### src/logic/pmalt_params.svh
// constants of the link-control and transmit attachment block
// assumes a 25 MHz symbol clock that is also the register clock
`ifndef PMALT_PARAMS_SVH
`define PMALT_PARAMS_SVH

// register byte offsets
`define PMALT_ADDR_CTRL   8'h00
`define PMALT_ADDR_STAT   8'h04
`define PMALT_ADDR_IDLE   8'h08

// control register fields
`define PMALT_CTRL_SRST   0
`define PMALT_CTRL_PDN    1

// status register fields
`define PMALT_STAT_LINK   0
`define PMALT_STAT_CTL    2
`define PMALT_STAT_RCV    4
`define PMALT_STAT_XMIT   5
`define PMALT_STAT_RST    6
`define PMALT_STAT_RXERR  7
`define PMALT_STAT_COLL   8

// reset values
`define PMALT_RST_PDN     1'b0
`define PMALT_RST_RDATA   32'h0000_0000

// ternary symbol codes, two-bit signed
`define PMALT_SYM_POS     2'h1
`define PMALT_SYM_ZERO    2'h0
`define PMALT_SYM_NEG     2'h3

// timing
`define PMALT_CLK_KHZ     25000
`define PMALT_SILENCE_US  1200
`define PMALT_SIL_TOL_US  600
`define PMALT_RST_CYCLES  3'h4
`define PMALT_CNT_W       16

`endif

### src/logic/pmalt_pkg.sv
// types shared by the link-control and transmit attachment block
// assumes pmalt_params.svh sits on the include path
`include "pmalt_params.svh"

package pmalt_pkg;

  typedef logic signed [1:0] pmalt_sym_t;

  typedef enum logic [1:0] {LC_SCAN, LC_DISABLE, LC_ENABLE} pmalt_link_ctrl_t;
  typedef enum logic [1:0] {LS_FAIL, LS_READY, LS_OK} pmalt_link_stat_t;
  typedef enum logic [1:0] {RX_IDLE, RX_PREAMBLE, RX_DATA} pmalt_rx_kind_t;
  typedef enum logic [1:0] {IDL_SILENT, IDL_PULSE_NEG, IDL_PULSE_POS} pmalt_idle_t;

  typedef struct packed {
    logic [2:0]               rst_cnt;
    logic                     power_down;
    pmalt_link_ctrl_t         link_ctrl;
    pmalt_link_stat_t         link_stat;
    logic                     rcv_gate;
    logic                     xmit_gate;
    logic [5:0]               sync1;
    logic [5:0]               sync2;
    pmalt_rx_kind_t           rx_kind;
    logic [5:0]               rx_sym;
    logic                     rx_error;
    logic                     collided;
    logic                     tx_active;
    pmalt_idle_t              idl;
    logic [`PMALT_CNT_W-1:0]  sil_cnt;
    logic [`PMALT_CNT_W-1:0]  sil_load;
    pmalt_sym_t               tx_pair;
    pmalt_sym_t               bi_a;
    pmalt_sym_t               bi_b;
    logic                     bi_oe;
    logic                     wr_pend;
    logic [7:0]               wr_addr;
    logic [31:0]              hrdata;
  } pmalt_state_t;

endpackage : pmalt_pkg

### src/logic/pmalt_core.sv
// link control, gating, status and transmit path of a four-pair ternary PHY attachment
// assumes link integrity, carrier sense and align logic sit outside on the same clock;
// receive pair symbols come from pins and are synchronised here
`timescale 1ns/1ps
`default_nettype none
`include "pmalt_params.svh"

module pmalt_core
  import pmalt_pkg::*;
#(
  parameter int unsigned SILENCE_CYCLES = `PMALT_SILENCE_US * `PMALT_CLK_KHZ / 1000,
  parameter int unsigned SILENCE_MIN    =
    ((`PMALT_SILENCE_US - `PMALT_SIL_TOL_US) * `PMALT_CLK_KHZ + 999) / 1000,
  parameter int unsigned SILENCE_MAX    =
    (`PMALT_SILENCE_US + `PMALT_SIL_TOL_US) * `PMALT_CLK_KHZ / 1000
) (
  input  wire logic              i_clk_sys,
  input  wire logic              i_rst_n,
  input  wire logic              i_clk_en,
  // register bus
  input  wire logic              i_hsel,
  input  wire logic [31:0]       i_haddr,
  input  wire logic [1:0]        i_htrans,
  input  wire logic              i_hwrite,
  input  wire logic [2:0]        i_hsize,
  input  wire logic [31:0]       i_hwdata,
  input  wire logic              i_hready,
  output logic      [31:0]       o_hrdata,
  output logic                   o_hreadyout,
  output logic                   o_hresp,
  // negotiator
  input  wire logic              i_link_req_valid,
  input  wire pmalt_link_ctrl_t  i_link_req,
  output pmalt_link_stat_t       o_link_status,
  // link integrity machine
  input  wire logic              i_li_pass,
  input  wire logic              i_li_pulses_seen,
  output logic                   o_li_hold_reset,
  output logic                   o_li_block_pass,
  output logic                   o_rcv_gate,
  output logic                   o_xmit_gate,
  output logic                   o_pma_reset,
  // client transmit
  input  wire logic              i_tx_data,
  input  wire pmalt_sym_t        i_tx_sym_pair,
  input  wire pmalt_sym_t        i_tx_sym_bi_a,
  input  wire pmalt_sym_t        i_tx_sym_bi_b,
  input  wire logic              i_pma_carrier,
  // client receive
  input  wire logic              i_rx_carrier,
  input  wire logic              i_rx_aligned,
  input  wire logic              i_rx_err_detect,
  output pmalt_rx_kind_t         o_rx_kind,
  output pmalt_sym_t             o_rx_sym_pair,
  output pmalt_sym_t             o_rx_sym_bi_a,
  output pmalt_sym_t             o_rx_sym_bi_b,
  output logic                   o_rx_error,
  // medium connector interface
  output pmalt_sym_t             o_transmit_only_pair,
  input  wire pmalt_sym_t        i_receive_only_pair,
  output pmalt_sym_t             o_bidirectional_pair_a,
  output logic                   o_bidirectional_pair_a_oe,
  input  wire pmalt_sym_t        i_bidirectional_pair_a,
  output pmalt_sym_t             o_bidirectional_pair_b,
  output logic                   o_bidirectional_pair_b_oe,
  input  wire pmalt_sym_t        i_bidirectional_pair_b
);

  localparam logic [`PMALT_CNT_W-1:0] SIL_RESET = `PMALT_CNT_W'(SILENCE_CYCLES);
  localparam logic [`PMALT_CNT_W-1:0] SIL_LO    = `PMALT_CNT_W'(SILENCE_MIN);
  localparam logic [`PMALT_CNT_W-1:0] SIL_HI    = `PMALT_CNT_W'(SILENCE_MAX);
  pmalt_state_t q;
  pmalt_state_t next_q;
  logic pma_reset;
  logic active;
  logic gate;
  logic eff_data;
  logic bus_acc;

  // ==========================================================================
  // helpers
  // keeps software from loading a silence outside the permitted window
  function automatic logic [`PMALT_CNT_W-1:0] clamp_sil(input logic [31:0] v);
    logic [`PMALT_CNT_W-1:0] r;
    if (v < 32'(SIL_LO)) begin
      r = SIL_LO;
    end else if (v > 32'(SIL_HI)) begin
      r = SIL_HI;
    end else begin
      r = v[`PMALT_CNT_W-1:0];
    end
    return r;
  endfunction : clamp_sil

  function automatic logic [31:0] read_reg(input logic [7:0] a, input pmalt_state_t s,
                                           input logic rst);
    logic [31:0] r;
    r = 32'h0000_0000;
    unique case (a)
      `PMALT_ADDR_CTRL: r[`PMALT_CTRL_PDN] = s.power_down;
      `PMALT_ADDR_STAT: begin
        r[`PMALT_STAT_LINK +: 2] = s.link_stat;
        r[`PMALT_STAT_CTL +: 2]  = s.link_ctrl;
        r[`PMALT_STAT_RCV]       = s.rcv_gate;
        r[`PMALT_STAT_XMIT]      = s.xmit_gate;
        r[`PMALT_STAT_RST]       = rst;
        r[`PMALT_STAT_RXERR]     = s.rx_error;
        r[`PMALT_STAT_COLL]      = s.collided;
      end
      `PMALT_ADDR_IDLE: r[`PMALT_CNT_W-1:0] = s.sil_load;
      default: r = 32'h0000_0000;
    endcase
    return r;
  endfunction : read_reg

  // ==========================================================================
  // gating
  assign pma_reset = (q.rst_cnt != 3'h0);
  assign active    = !pma_reset && !q.power_down;
  // one gate serves both directions: pass in enable only
  assign gate      = active && (q.link_ctrl == LC_ENABLE) && i_li_pass;
  assign eff_data  = i_tx_data && gate;
  assign bus_acc   = i_hsel && i_htrans[1] && i_hready;

  // ==========================================================================
  // next state
  always_comb begin
    next_q = q;
    // register bus, zero wait states
    if (q.rst_cnt != 3'h0) begin
      next_q.rst_cnt = q.rst_cnt - 3'h1;
    end
    next_q.wr_pend = bus_acc && i_hwrite;
    next_q.wr_addr = i_haddr[7:0];
    if (bus_acc && !i_hwrite) begin
      next_q.hrdata = read_reg(i_haddr[7:0], q, pma_reset);
    end
    if (q.wr_pend) begin
      unique case (q.wr_addr)
        `PMALT_ADDR_CTRL: begin
          next_q.power_down = i_hwdata[`PMALT_CTRL_PDN];
          if (i_hwdata[`PMALT_CTRL_SRST]) begin
            next_q.rst_cnt = `PMALT_RST_CYCLES;
          end
        end
        `PMALT_ADDR_IDLE: next_q.sil_load = clamp_sil(i_hwdata);
        default: next_q.wr_pend = next_q.wr_pend;
      endcase
    end

    // link control, only the three legal codes are taken
    if (i_link_req_valid && active
        && (i_link_req inside {LC_SCAN, LC_DISABLE, LC_ENABLE})) begin
      next_q.link_ctrl = i_link_req;
    end
    unique case (q.link_ctrl)
      LC_SCAN:    next_q.link_stat = i_li_pulses_seen ? LS_READY : LS_FAIL;
      LC_DISABLE: next_q.link_stat = LS_FAIL;
      default:    next_q.link_stat = i_li_pass ? LS_OK : LS_FAIL;
    endcase
    if (!active) begin
      next_q.link_stat = LS_FAIL;
    end
    next_q.rcv_gate  = gate;
    next_q.xmit_gate = gate;

    // receive side
    next_q.sync1 = {i_receive_only_pair, i_bidirectional_pair_a, i_bidirectional_pair_b};
    next_q.sync2 = q.sync1;
    if (!gate || !i_rx_carrier) begin
      next_q.rx_kind = RX_IDLE;
    end else if (i_rx_aligned) begin
      next_q.rx_kind = RX_DATA;
    end else begin
      next_q.rx_kind = RX_PREAMBLE;
    end
    next_q.rx_sym   = (next_q.rx_kind == RX_DATA) ? q.sync2 : 6'h00;
    // cleared with carrier; a detection in the same cycle still sets it
    next_q.rx_error = gate && (i_rx_err_detect || (q.rx_error && i_rx_carrier));
    // transmit side, one vector per clock
    if (eff_data) begin
      next_q.tx_active = 1'b1;
      next_q.collided  = q.collided || i_pma_carrier;
      next_q.tx_pair   = i_tx_sym_pair;
      if (next_q.collided) begin
        next_q.bi_a  = `PMALT_SYM_ZERO;
        next_q.bi_b  = `PMALT_SYM_ZERO;
        next_q.bi_oe = 1'b0;
      end else begin
        next_q.bi_a  = i_tx_sym_bi_a;
        next_q.bi_b  = i_tx_sym_bi_b;
        next_q.bi_oe = 1'b1;
      end
      // reload so the pattern after the packet opens with silence
      next_q.idl     = IDL_SILENT;
      next_q.sil_cnt = q.sil_load;
    end else begin
      next_q.tx_active = 1'b0;
      next_q.collided  = q.collided && i_tx_data;
      next_q.bi_a      = `PMALT_SYM_ZERO;
      next_q.bi_b      = `PMALT_SYM_ZERO;
      next_q.bi_oe     = 1'b0;
      unique case (q.idl)
        IDL_SILENT: begin
          next_q.tx_pair = `PMALT_SYM_ZERO;
          if (q.sil_cnt <= `PMALT_CNT_W'(1)) begin
            next_q.idl = IDL_PULSE_NEG;
          end else begin
            next_q.sil_cnt = q.sil_cnt - `PMALT_CNT_W'(1);
          end
        end
        IDL_PULSE_NEG: begin
          next_q.tx_pair = `PMALT_SYM_NEG;
          next_q.idl     = IDL_PULSE_POS;
        end
        IDL_PULSE_POS: begin
          next_q.tx_pair = `PMALT_SYM_POS;
          next_q.idl     = IDL_SILENT;
          next_q.sil_cnt = q.sil_load;
        end
        default: begin
          next_q.tx_pair = `PMALT_SYM_ZERO;
          next_q.idl     = IDL_SILENT;
          next_q.sil_cnt = q.sil_load;
        end
      endcase
    end

    // reset branch of every machine; power-down parks the block the same way
    if (pma_reset || q.power_down) begin
      next_q.link_ctrl = LC_ENABLE;
      next_q.link_stat = LS_FAIL;
      next_q.rcv_gate  = 1'b0;
      next_q.xmit_gate = 1'b0;
      next_q.rx_kind   = RX_IDLE;
      next_q.rx_sym    = 6'h00;
      next_q.rx_error  = 1'b0;
      next_q.collided  = 1'b0;
      next_q.tx_active = 1'b0;
      next_q.idl       = IDL_SILENT;
      next_q.sil_cnt   = q.sil_load;
      next_q.tx_pair   = `PMALT_SYM_ZERO;
      next_q.bi_a      = `PMALT_SYM_ZERO;
      next_q.bi_b      = `PMALT_SYM_ZERO;
      next_q.bi_oe     = 1'b0;
    end
    if (pma_reset) begin
      next_q.power_down = `PMALT_RST_PDN;
      next_q.sil_load   = SIL_RESET;
    end
  end

  // ==========================================================================
  // state register
  // reset count starts loaded so operation waits for the internal reset to finish
  always_ff @(posedge i_clk_sys or negedge i_rst_n) begin
    if (!i_rst_n) begin
      q            <= '0;
      q.rst_cnt    <= `PMALT_RST_CYCLES;
      q.power_down <= `PMALT_RST_PDN;
      q.link_ctrl  <= LC_ENABLE;
      q.link_stat  <= LS_FAIL;
      q.rx_kind    <= RX_IDLE;
      q.idl        <= IDL_SILENT;
      q.sil_cnt    <= SIL_RESET;
      q.sil_load   <= SIL_RESET;
      q.tx_pair    <= `PMALT_SYM_ZERO;
      q.bi_a       <= `PMALT_SYM_ZERO;
      q.bi_b       <= `PMALT_SYM_ZERO;
      q.hrdata     <= `PMALT_RST_RDATA;
    end else if (i_clk_en) begin
      q <= next_q;
    end
  end

  // ==========================================================================
  // outputs
  assign o_hrdata                  = q.hrdata;
  assign o_hreadyout               = 1'b1;
  assign o_hresp                   = 1'b0;
  assign o_link_status             = q.link_stat;
  assign o_li_hold_reset           = pma_reset || (q.link_ctrl == LC_DISABLE);
  assign o_li_block_pass           = (q.link_ctrl == LC_SCAN);
  assign o_rcv_gate                = q.rcv_gate;
  assign o_xmit_gate               = q.xmit_gate;
  assign o_pma_reset               = pma_reset;
  assign o_rx_kind                 = q.rx_kind;
  assign o_rx_sym_pair             = q.rx_sym[5:4];
  assign o_rx_sym_bi_a             = q.rx_sym[3:2];
  assign o_rx_sym_bi_b             = q.rx_sym[1:0];
  assign o_rx_error                = q.rx_error;
  assign o_transmit_only_pair      = q.tx_pair;
  assign o_bidirectional_pair_a    = q.bi_a;
  assign o_bidirectional_pair_a_oe = q.bi_oe;
  assign o_bidirectional_pair_b    = q.bi_b;
  assign o_bidirectional_pair_b_oe = q.bi_oe;

  // ==========================================================================
  // assertions
  a_scan_gates_shut: assert property (@(posedge i_clk_sys) disable iff (!i_rst_n)
    (i_clk_en && q.link_ctrl == LC_SCAN) |-> o_li_block_pass ##1 (!q.rcv_gate && !q.xmit_gate))
    else $error("gates open during scan");
  a_disable_reports: assert property (@(posedge i_clk_sys) disable iff (!i_rst_n)
    (i_clk_en && q.link_ctrl == LC_DISABLE) |=> (q.link_stat == LS_FAIL) && !q.xmit_gate)
    else $error("disable did not report fail");
  a_enable_opens: assert property (@(posedge i_clk_sys) disable iff (!i_rst_n)
    (i_clk_en && active && q.link_ctrl == LC_ENABLE && i_li_pass)
      |=> q.rcv_gate && q.xmit_gate && (q.link_stat == LS_OK))
    else $error("enable with pass left gates shut");
  a_reset_to_enable: assert property (@(posedge i_clk_sys) disable iff (!i_rst_n)
    (i_clk_en && pma_reset) |=> (q.link_ctrl == LC_ENABLE) && !q.xmit_gate)
    else $error("reset did not restore enable");
  a_pulse_order: assert property (@(posedge i_clk_sys) disable iff (!i_rst_n)
    (i_clk_en && q.idl == IDL_PULSE_NEG && !eff_data && active)
      |=> (q.tx_pair == `PMALT_SYM_NEG) && (q.idl == IDL_PULSE_POS))
    else $error("link pulse did not start negative");
  a_collide_silence: assert property (@(posedge i_clk_sys) disable iff (!i_rst_n)
    (i_clk_en && active && eff_data && (i_pma_carrier || q.collided))
      |=> !q.bi_oe && (q.bi_a == `PMALT_SYM_ZERO) && (q.bi_b == `PMALT_SYM_ZERO))
    else $error("bidirectional pairs driven in collision");
  a_data_passes: assert property (@(posedge i_clk_sys) disable iff (!i_rst_n)
    (i_clk_en && active && eff_data && !i_pma_carrier && !q.collided)
      |=> (q.tx_pair == $past(i_tx_sym_pair)) && (q.bi_a == $past(i_tx_sym_bi_a)) && q.bi_oe)
    else $error("data vector not driven");
  a_gate_forces_idle: assert property (@(posedge i_clk_sys) disable iff (!i_rst_n)
    (i_clk_en && !gate) |=> !q.tx_active && !q.bi_oe)
    else $error("data sent with transmit gate shut");
  a_silence_first: assert property (@(posedge i_clk_sys) disable iff (!i_rst_n)
    (i_clk_en && q.tx_active && !eff_data) |=> (q.idl == IDL_SILENT)
      && (q.tx_pair == `PMALT_SYM_ZERO))
    else $error("idle after packet began with a pulse");
  a_silence_range: assert property (@(posedge i_clk_sys) disable iff (!i_rst_n)
    (q.sil_load >= SIL_LO) && (q.sil_load <= SIL_HI) && (q.sil_cnt <= SIL_HI))
    else $error("silence length out of range");
  a_rx_shut_idle: assert property (@(posedge i_clk_sys) disable iff (!i_rst_n)
    (i_clk_en && !gate) |=> (q.rx_kind == RX_IDLE) && !q.rx_error)
    else $error("receive reported while gate shut");

endmodule : pmalt_core

`default_nettype wire

### config.mk
export PLATFORM = sky130hd
export DESIGN_NAME = pmalt_core
export DESIGN_NICKNAME = d
export VERILOG_FILES = /design/src/logic/pmalt_pkg.sv /design/src/logic/pmalt_core.sv
export VERILOG_INCLUDE_DIRS = /design/src /design/src/logic
export SDC_FILE = /design/constraint.sdc
export NUM_CORES = 1
export LEC_CHECK = 0
export BUFFER_PORTS_ARGS = -buffer_cell sky130_fd_sc_hd__buf_2
export CAP_MARGIN = 10
export CORE_MARGIN = 2
export CORE_UTILIZATION = 50
export DETAILED_ROUTE_END_ITERATION = 7
export PLACE_DENSITY = 0.79
export SYNTH_ARGS = -nofsm -noshare
export SYNTH_HDL_FRONTEND = slang
export SYNTH_SLANG_ARGS = --single-unit
### constraint.sdc
create_clock -name i_clk_sys -period 4 [get_ports i_clk_sys]
set_input_delay 0.4 -clock i_clk_sys [delete_from_list [all_inputs] [get_ports i_clk_sys]]
set_output_delay 0.4 -clock i_clk_sys [all_outputs]
set_load 0.02 [all_outputs]
# After elaboration in Yosys (flattened, before gate mapping)
# Index checks and enable logic that the tools add are counted.
# W data, S select, Z words.
dict set report classes {
  addsub 2
  n_lt_le_gt_ge 3
  eq_ne 13
  mux 33
  n_reduce_logical 40
}
# cell n
set ops {}
lappend ops {{$mux W16} 6}
lappend ops {{$gt A32 B16 Y1 const B} 1}
lappend ops {{$lt A32 B14 Y1 const B} 1}
lappend ops {{$pmux W16 S2} 1}
lappend ops {{$mux W29} 1}
lappend ops {{$mux W7} 3}
lappend ops {{$mux W20} 1}
lappend ops {{$eq A8 B4 Y1 const B} 2}
lappend ops {{$le A16 B1 Y1 const B} 1}
lappend ops {{$logic_not A8 Y1} 2}
lappend ops {{$sub A16 B1 Y16 const B} 1}
lappend ops {{$pmux W7 S2} 1}
lappend ops {{$logic_and A1 B1 Y1} 13}
lappend ops {{$mux W2} 6}
lappend ops {{$mux W6} 2}
lappend ops {{$pmux W2 S2} 3}
lappend ops {{$reduce_and A3 Y1} 3}
lappend ops {{$eq A2 B2 Y1 const B} 4}
lappend ops {{$eq A8 B3 Y1 const B} 1}
lappend ops {{$mux W4} 2}
lappend ops {{$ne A4 B4 Y1 const B} 2}
lappend ops {{$reduce_bool A2 Y1} 4}
lappend ops {{$eq A2 B1 Y1 const B} 3}
lappend ops {{$logic_not A2 Y1} 3}
lappend ops {{other kinds (11)} 24}
dict set report word_totals {
  regBits 98
  inputBits 97
  output_inout_bits 58
  wordCells 113
}

# Depth between registers and ports, before layout
dict set report depth {
  depth_word 11
  mapped_depth 8
  mapped_depth_nobuf 7
}

# Worst setup path before layout
# OpenSTA, ideal clock, no wires.
dict set report synth_path {
  kind {reg2reg}
  start {register q[64] (netlist name)}
  end {register q[74] (netlist name)}
  setup_time_ns 0.080
  arrival_time_ns 2.231
  required_time_ns 3.920
  path_slack_ns 1.690
  stages_incl_launch_ff 9
  n_path_buf 1
  synth_period_minus_slack_ns 2.310
  path_cell_list {dfrtp_1 inv_1 ha_1 clkbuf_1 o21bai_1 nor4_4 or4b_1 or3_1 a32o_1}
}
dict set report synth_between {
  elab_chain_cells 5
  elab_cells_between_ends 8
  cone_classes {add/sub: 1; order compare: 1; eq/ne: 1; mux: 4; reduce/logical: 1}
}
# item line_no
set synth_rtl {}
lappend synth_rtl {{from (decl)} pmalt_core.sv:72} ;# pmalt_state_t q;
lappend synth_rtl {{from (signal assigned)} pmalt_core.sv:272} ;# q <= next_q;
lappend synth_rtl {{$sub A16 B1 Y16} pmalt_core.sv:209} ;# next_q.sil_cnt = q.sil_cnt - `PMALT_CNT_W'(1);
lappend synth_rtl {{$mux W16} pmalt_core.sv:206} ;# if (q.sil_cnt <= `PMALT_CNT_W'(1)) begin
lappend synth_rtl {{$pmux W16 S2} pmalt_core.sv:203} ;# unique case (q.idl)
lappend synth_rtl {{$mux W20} pmalt_core.sv:181} ;# if (eff_data) begin
lappend synth_rtl {{$mux W29} pmalt_core.sv:230} ;# if (pma_reset || q.power_down) begin
# Parallel ways exist; a longest one is shown, timed or not. The select of a mux whose other input is x is not followed.
# A chain may end at the register's enable or synchronous reset.

# Worst setup path in the final report
dict set report layout_path {
  start {register q[112] (netlist name)}
  end {register q[73] (netlist name)}
}
dict set report layout_between {
  elab_chain_cells 8
  elab_cells_between_ends 12
  cone_classes {eq/ne: 2; mux: 2; reduce/logical: 8}
}
# item line_no
set layout_rtl {}
lappend layout_rtl {{$reduce_bool A3 Y1 (*)} pmalt_core.sv:118} ;# assign pma_reset = (q.rst_cnt != 3'h0);
lappend layout_rtl {{$logic_not A1 Y1} pmalt_core.sv:119} ;# assign active = !pma_reset && !q.power_down;
lappend layout_rtl {{$logic_and A1 B1 Y1} pmalt_core.sv:119}
lappend layout_rtl {{$logic_and A1 B1 Y1 (2 in series)} pmalt_core.sv:121} ;# assign gate = active && (q.link_ctrl == LC_ENABLE) && i_li_pass;
lappend layout_rtl {{$logic_and A1 B1 Y1} pmalt_core.sv:122} ;# assign eff_data = i_tx_data && gate;
lappend layout_rtl {{$ne A4 B4 Y1 (no source line), or another cell as far along} n/a}
lappend layout_rtl {{$reduce_and A3 Y1 (no source line) / $mux W29 (equally long branches)} n/a}
# Every way passes the cells marked *; elsewhere a longest branch is shown, timed or not.

==> out/qor.csv <==
stage,metric,value,unit
status,outcome,finished clean,
logic_synthesis,Post-synth EDFFs,0,
clocking,total CTS buffers,9,
routing,DRT iter0 DRCs,294,
sta,Tcrit/Tclk final,67.4,%
sta,Final Max Slew Viols,0,
hold_path,HP Class,input pin to async pin,
critical_path,Crit. End Element,flip-flop,
clocking,Worst-Skew Late Latency,0.39,ns
sta,Tmin final,2.69,ns
sta,clock skew,0.0152,ns
clocking,Clock Pin Slew Worst Setup and Hold Paths,0.11,ns
logic_synthesis,Syn Inst Count,510,
layout,Post-Layout Cell Count,723,
routing,first-pass iteration count of the detailed router,5,
global_route,largest net degree at the start of global routing,79,
layout,synth-to-layout area growth,11.1,%
layout,nets@finish,686,
clocking,maximum clock insertion buffer count,2,
clocking,CTS tree,done,
critical_path,Startpoint Class,flip-flop,
logic_synthesis,Synth Area per Inst,10.1,um2
routing,wire per inst,16.7,um
placed_design,dpl hpwl,8.90,mm
sta,final hold slack,0.177,ns
floorplan,Row Count,37,
global_route,first-pass GRT wire length,19.7,mm
floorplan,die footprint,11100,um2
logic_synthesis,"FF+latch count, synth",97,
critical_path,Worst path max stage delay,0.62,ns
floorplan,core area,10200,um2
routing,drt drc,0,
critical_path,WP data arrival,3.01,ns
global_route,vias in the first global route,4070,
pwr,peak supply drop,0.000254,V
logic_synthesis,Syn Std Cell Area,5150,um2
clocking,CTS sink count,97,
sta,f_max,371,MHz
routing,antenna-violating nets left,0,
global_route,GR Util All Layers,22.1,%
logic_synthesis,"Seq/Total Area, Yosys",47.5,%
routing,Detailed Route WL,12.0,mm
clocking,H-tree depth,3,
logic_synthesis,async set-or-reset flop fraction in the synthesized netlist,100,%
pwr,pwr dens,470,nW/um2
critical_path,critical-path cell list,inv_1 > ha_1 > nor3b_2 > nand3_1 > buf_4 > or4_1 > o32a_1 > nand2_1,
routing,Vias/cell,5.79,
sta,unrepaired setup endpoints after global routing,no,
logic_synthesis,ys flop type,dfrtp_1,
critical_path,worst setup path category,flip-flop to flip-flop,
layout,"Core Util, Final",56.2,%
floorplan,Die Y,106,um
sta,total negative slack,0,ns
logic_synthesis,Yosys cell types,68,
routing,vias,4185,
critical_path,WP data required,4.32,ns
clocking,clk root buf,clkbuf_8,
placed_design,gp weighted congestion,0.883,
global_route,antenna violations before repair,0,
clocking,hold buffer count at cts,0,
pwr,Pleak,0.00269,uW
clocking,Post-CTS Setup Inserts,0,
sta,Final setup viols,0,
critical_path,CP max FO,22,
floorplan,initial core utilization,50.6,%
sta,Slew @ Worst Pin,1.02,ns
global_route,grt ovf,0,
sta,slew margin rel.,31.2,%
clocking,CTS resizes,0,
floorplan,DIE WIDTH,106,um
placed_design,Cells after DPL,707,
job,max-cap violations,0,
sta,"Hold Vio Cnt, Final",0,
layout,number of diodes,0,
critical_path,Slowest cell on crit path,or4_1,
pwr,total design power,2690,uW
floorplan,I/O pin cnt,155,
logic_synthesis,Synthesis Warnings,0,
placed_design,Port Buffers,108,
layout,layout cell share with drive strength beyond 1,31.5,%
==> final timing paths <==
| kind | startpoint | endpoint | slack, ns | depth (start not counted) |
|---|---|---|---|---|
| worst max-delay path | q[112] | q[73] | 1.31 | 8 |
| worst min-delay path | i_rst_n | q[83] | 0.18 | 1 |
| worst max register to register | q[112] | q[73] | 1.31 | 8 |
| worst min register to register | o_hrdata[15] | o_hrdata[15] | 0.47 | 2 |
| max in group asynchronous | i_rst_n | q[114] | 2.94 | 2 |
| min in group i_clk_sys | i_rx_aligned | o_rx_kind[0] | 0.20 | 2 |
==> kinds of logic after synthesis <==
group / Yosys count / synth area share (%)
compound gates: 121 / 17.4
fa+ha+maj: 7 / 1.70
buf+inv: 85 / 10.1
flops: 97 / 47.5
mux: 25 / 5.37
other cells: 2 / 0.146
simple gates: 173 / 17.7
==> power breakdown <==
part / total [uW] / switching, uW / internal [uW]
Combinational: 759 / 487 / 271
Sequential: 1240 / 109 / 1130
Clock: 700 / 391 / 309
==> sequential cells by signal (all words and copies together), names as in the netlist <==
register                   flops
o_rcv_gate                     1
q                             56
o_rx_sym_pair                  2
o_rx_error                     1
o_bidirectional_pair_a_oe      1
o_bidirectional_pair_b         2
o_link_status                  2
o_transmit_only_pair           2
o_rx_sym_bi_b                  2
next_q                         6
o_bidirectional_pair_a         2
o_rx_kind                      2
o_rx_sym_bi_a                  2
o_hrdata                      16
==> layout make-up <==
type / count / area [um2]
clock buffers: 9 / 124
well taps: 136 / 170
flip-flops and latches: 97 / 2450
fillers: 933 / 4460
clock inverters: 7 / 95.1
multi-input cells: 344 / 2240
inverters: 16 / 60.1
repair buffers: 114 / 588
==> per-layer routing <==
| metal | GRT usage [%] | vias to the layer above | wire length [um] |
|---|---|---|---|
| met5 | 0 | - | 0 |
| met4 | 8.83 | 0 | 363 |
| met3 | 4.58 | 38 | 759 |
| met2 | 36.0 | 151 | 5930 |
| met1 | 28.8 | 2059 | 4990 |
| li1 | - | 1937 | - |
==> cell usage after synthesis (all sizes together), types with 2 or more instances <==
cell     number  area [um2]
a221o         4        40.0
nor3b         3        32.5
nand4b        2        17.5
nor4          9         108
buf          58         422
a221oi        8        70.1
o31a          2        17.5
mux2         21         236
a22o         16         140
o221ai        2        17.5
a32o          3        30.0
or4b          3        30.0
nand2b        3        18.8
ha            7        87.6
a21o          3        22.5
or4           4        37.5
nor3          9        45.0
nand4         3        18.8
dfstp        16         420
or2           3        21.3
nand3        21         105
mux2i         4        40.0
o32a          3        30.0
o31ai         5        51.3
o211ai        5        37.5
nor2b         3        18.8
nor2         40         153
o21ai        19        95.1
o22ai         6        37.5
dfrtp        81        2030
o221a         2        22.5
and3          2        12.5
conb          2        7.51
a211oi        2        15.0
or3           8        50.1
a21oi        17        85.1
a31oi         7        43.8
a22oi         2        15.0
nand2        56         213
o2bb2ai       6        52.6
clkbuf       11        41.3
inv          15        56.3
==> stage by stage <==
| step | worst slack [ns] | area, um2 |
|---|---|---|
| final | 1.31 | 5730 |
| after detailed placement | 1.35 | 5510 |
| after global routing | 1.16 | 5730 |
| after global placement | 1.42 | 5510 |
| after floorplan | 1.69 | 5210 |
| after CTS | 1.28 | 5730 |
==> cell usage in the layout (no fill, tap or decap), drive strengths merged, types with 17 or more instances in the layout <==
cell and instances:
buf 114, dfrtp 81, nand2 56, nor2 40, mux2 21, nand3 21, inv 19, o21ai 19
conb 18, a21oi 17
==> critical path: cells and delay by family (launching register included) <==
kind / cells / cell delay, ns
buf+inv: 2 / 0.35
compound gates: 1 / 0.33
fa+ha+maj: 1 / 0.21
flops: 1 / 0.38
simple gates: 4 / 1.37
Power figures use the tool's default switching activity.
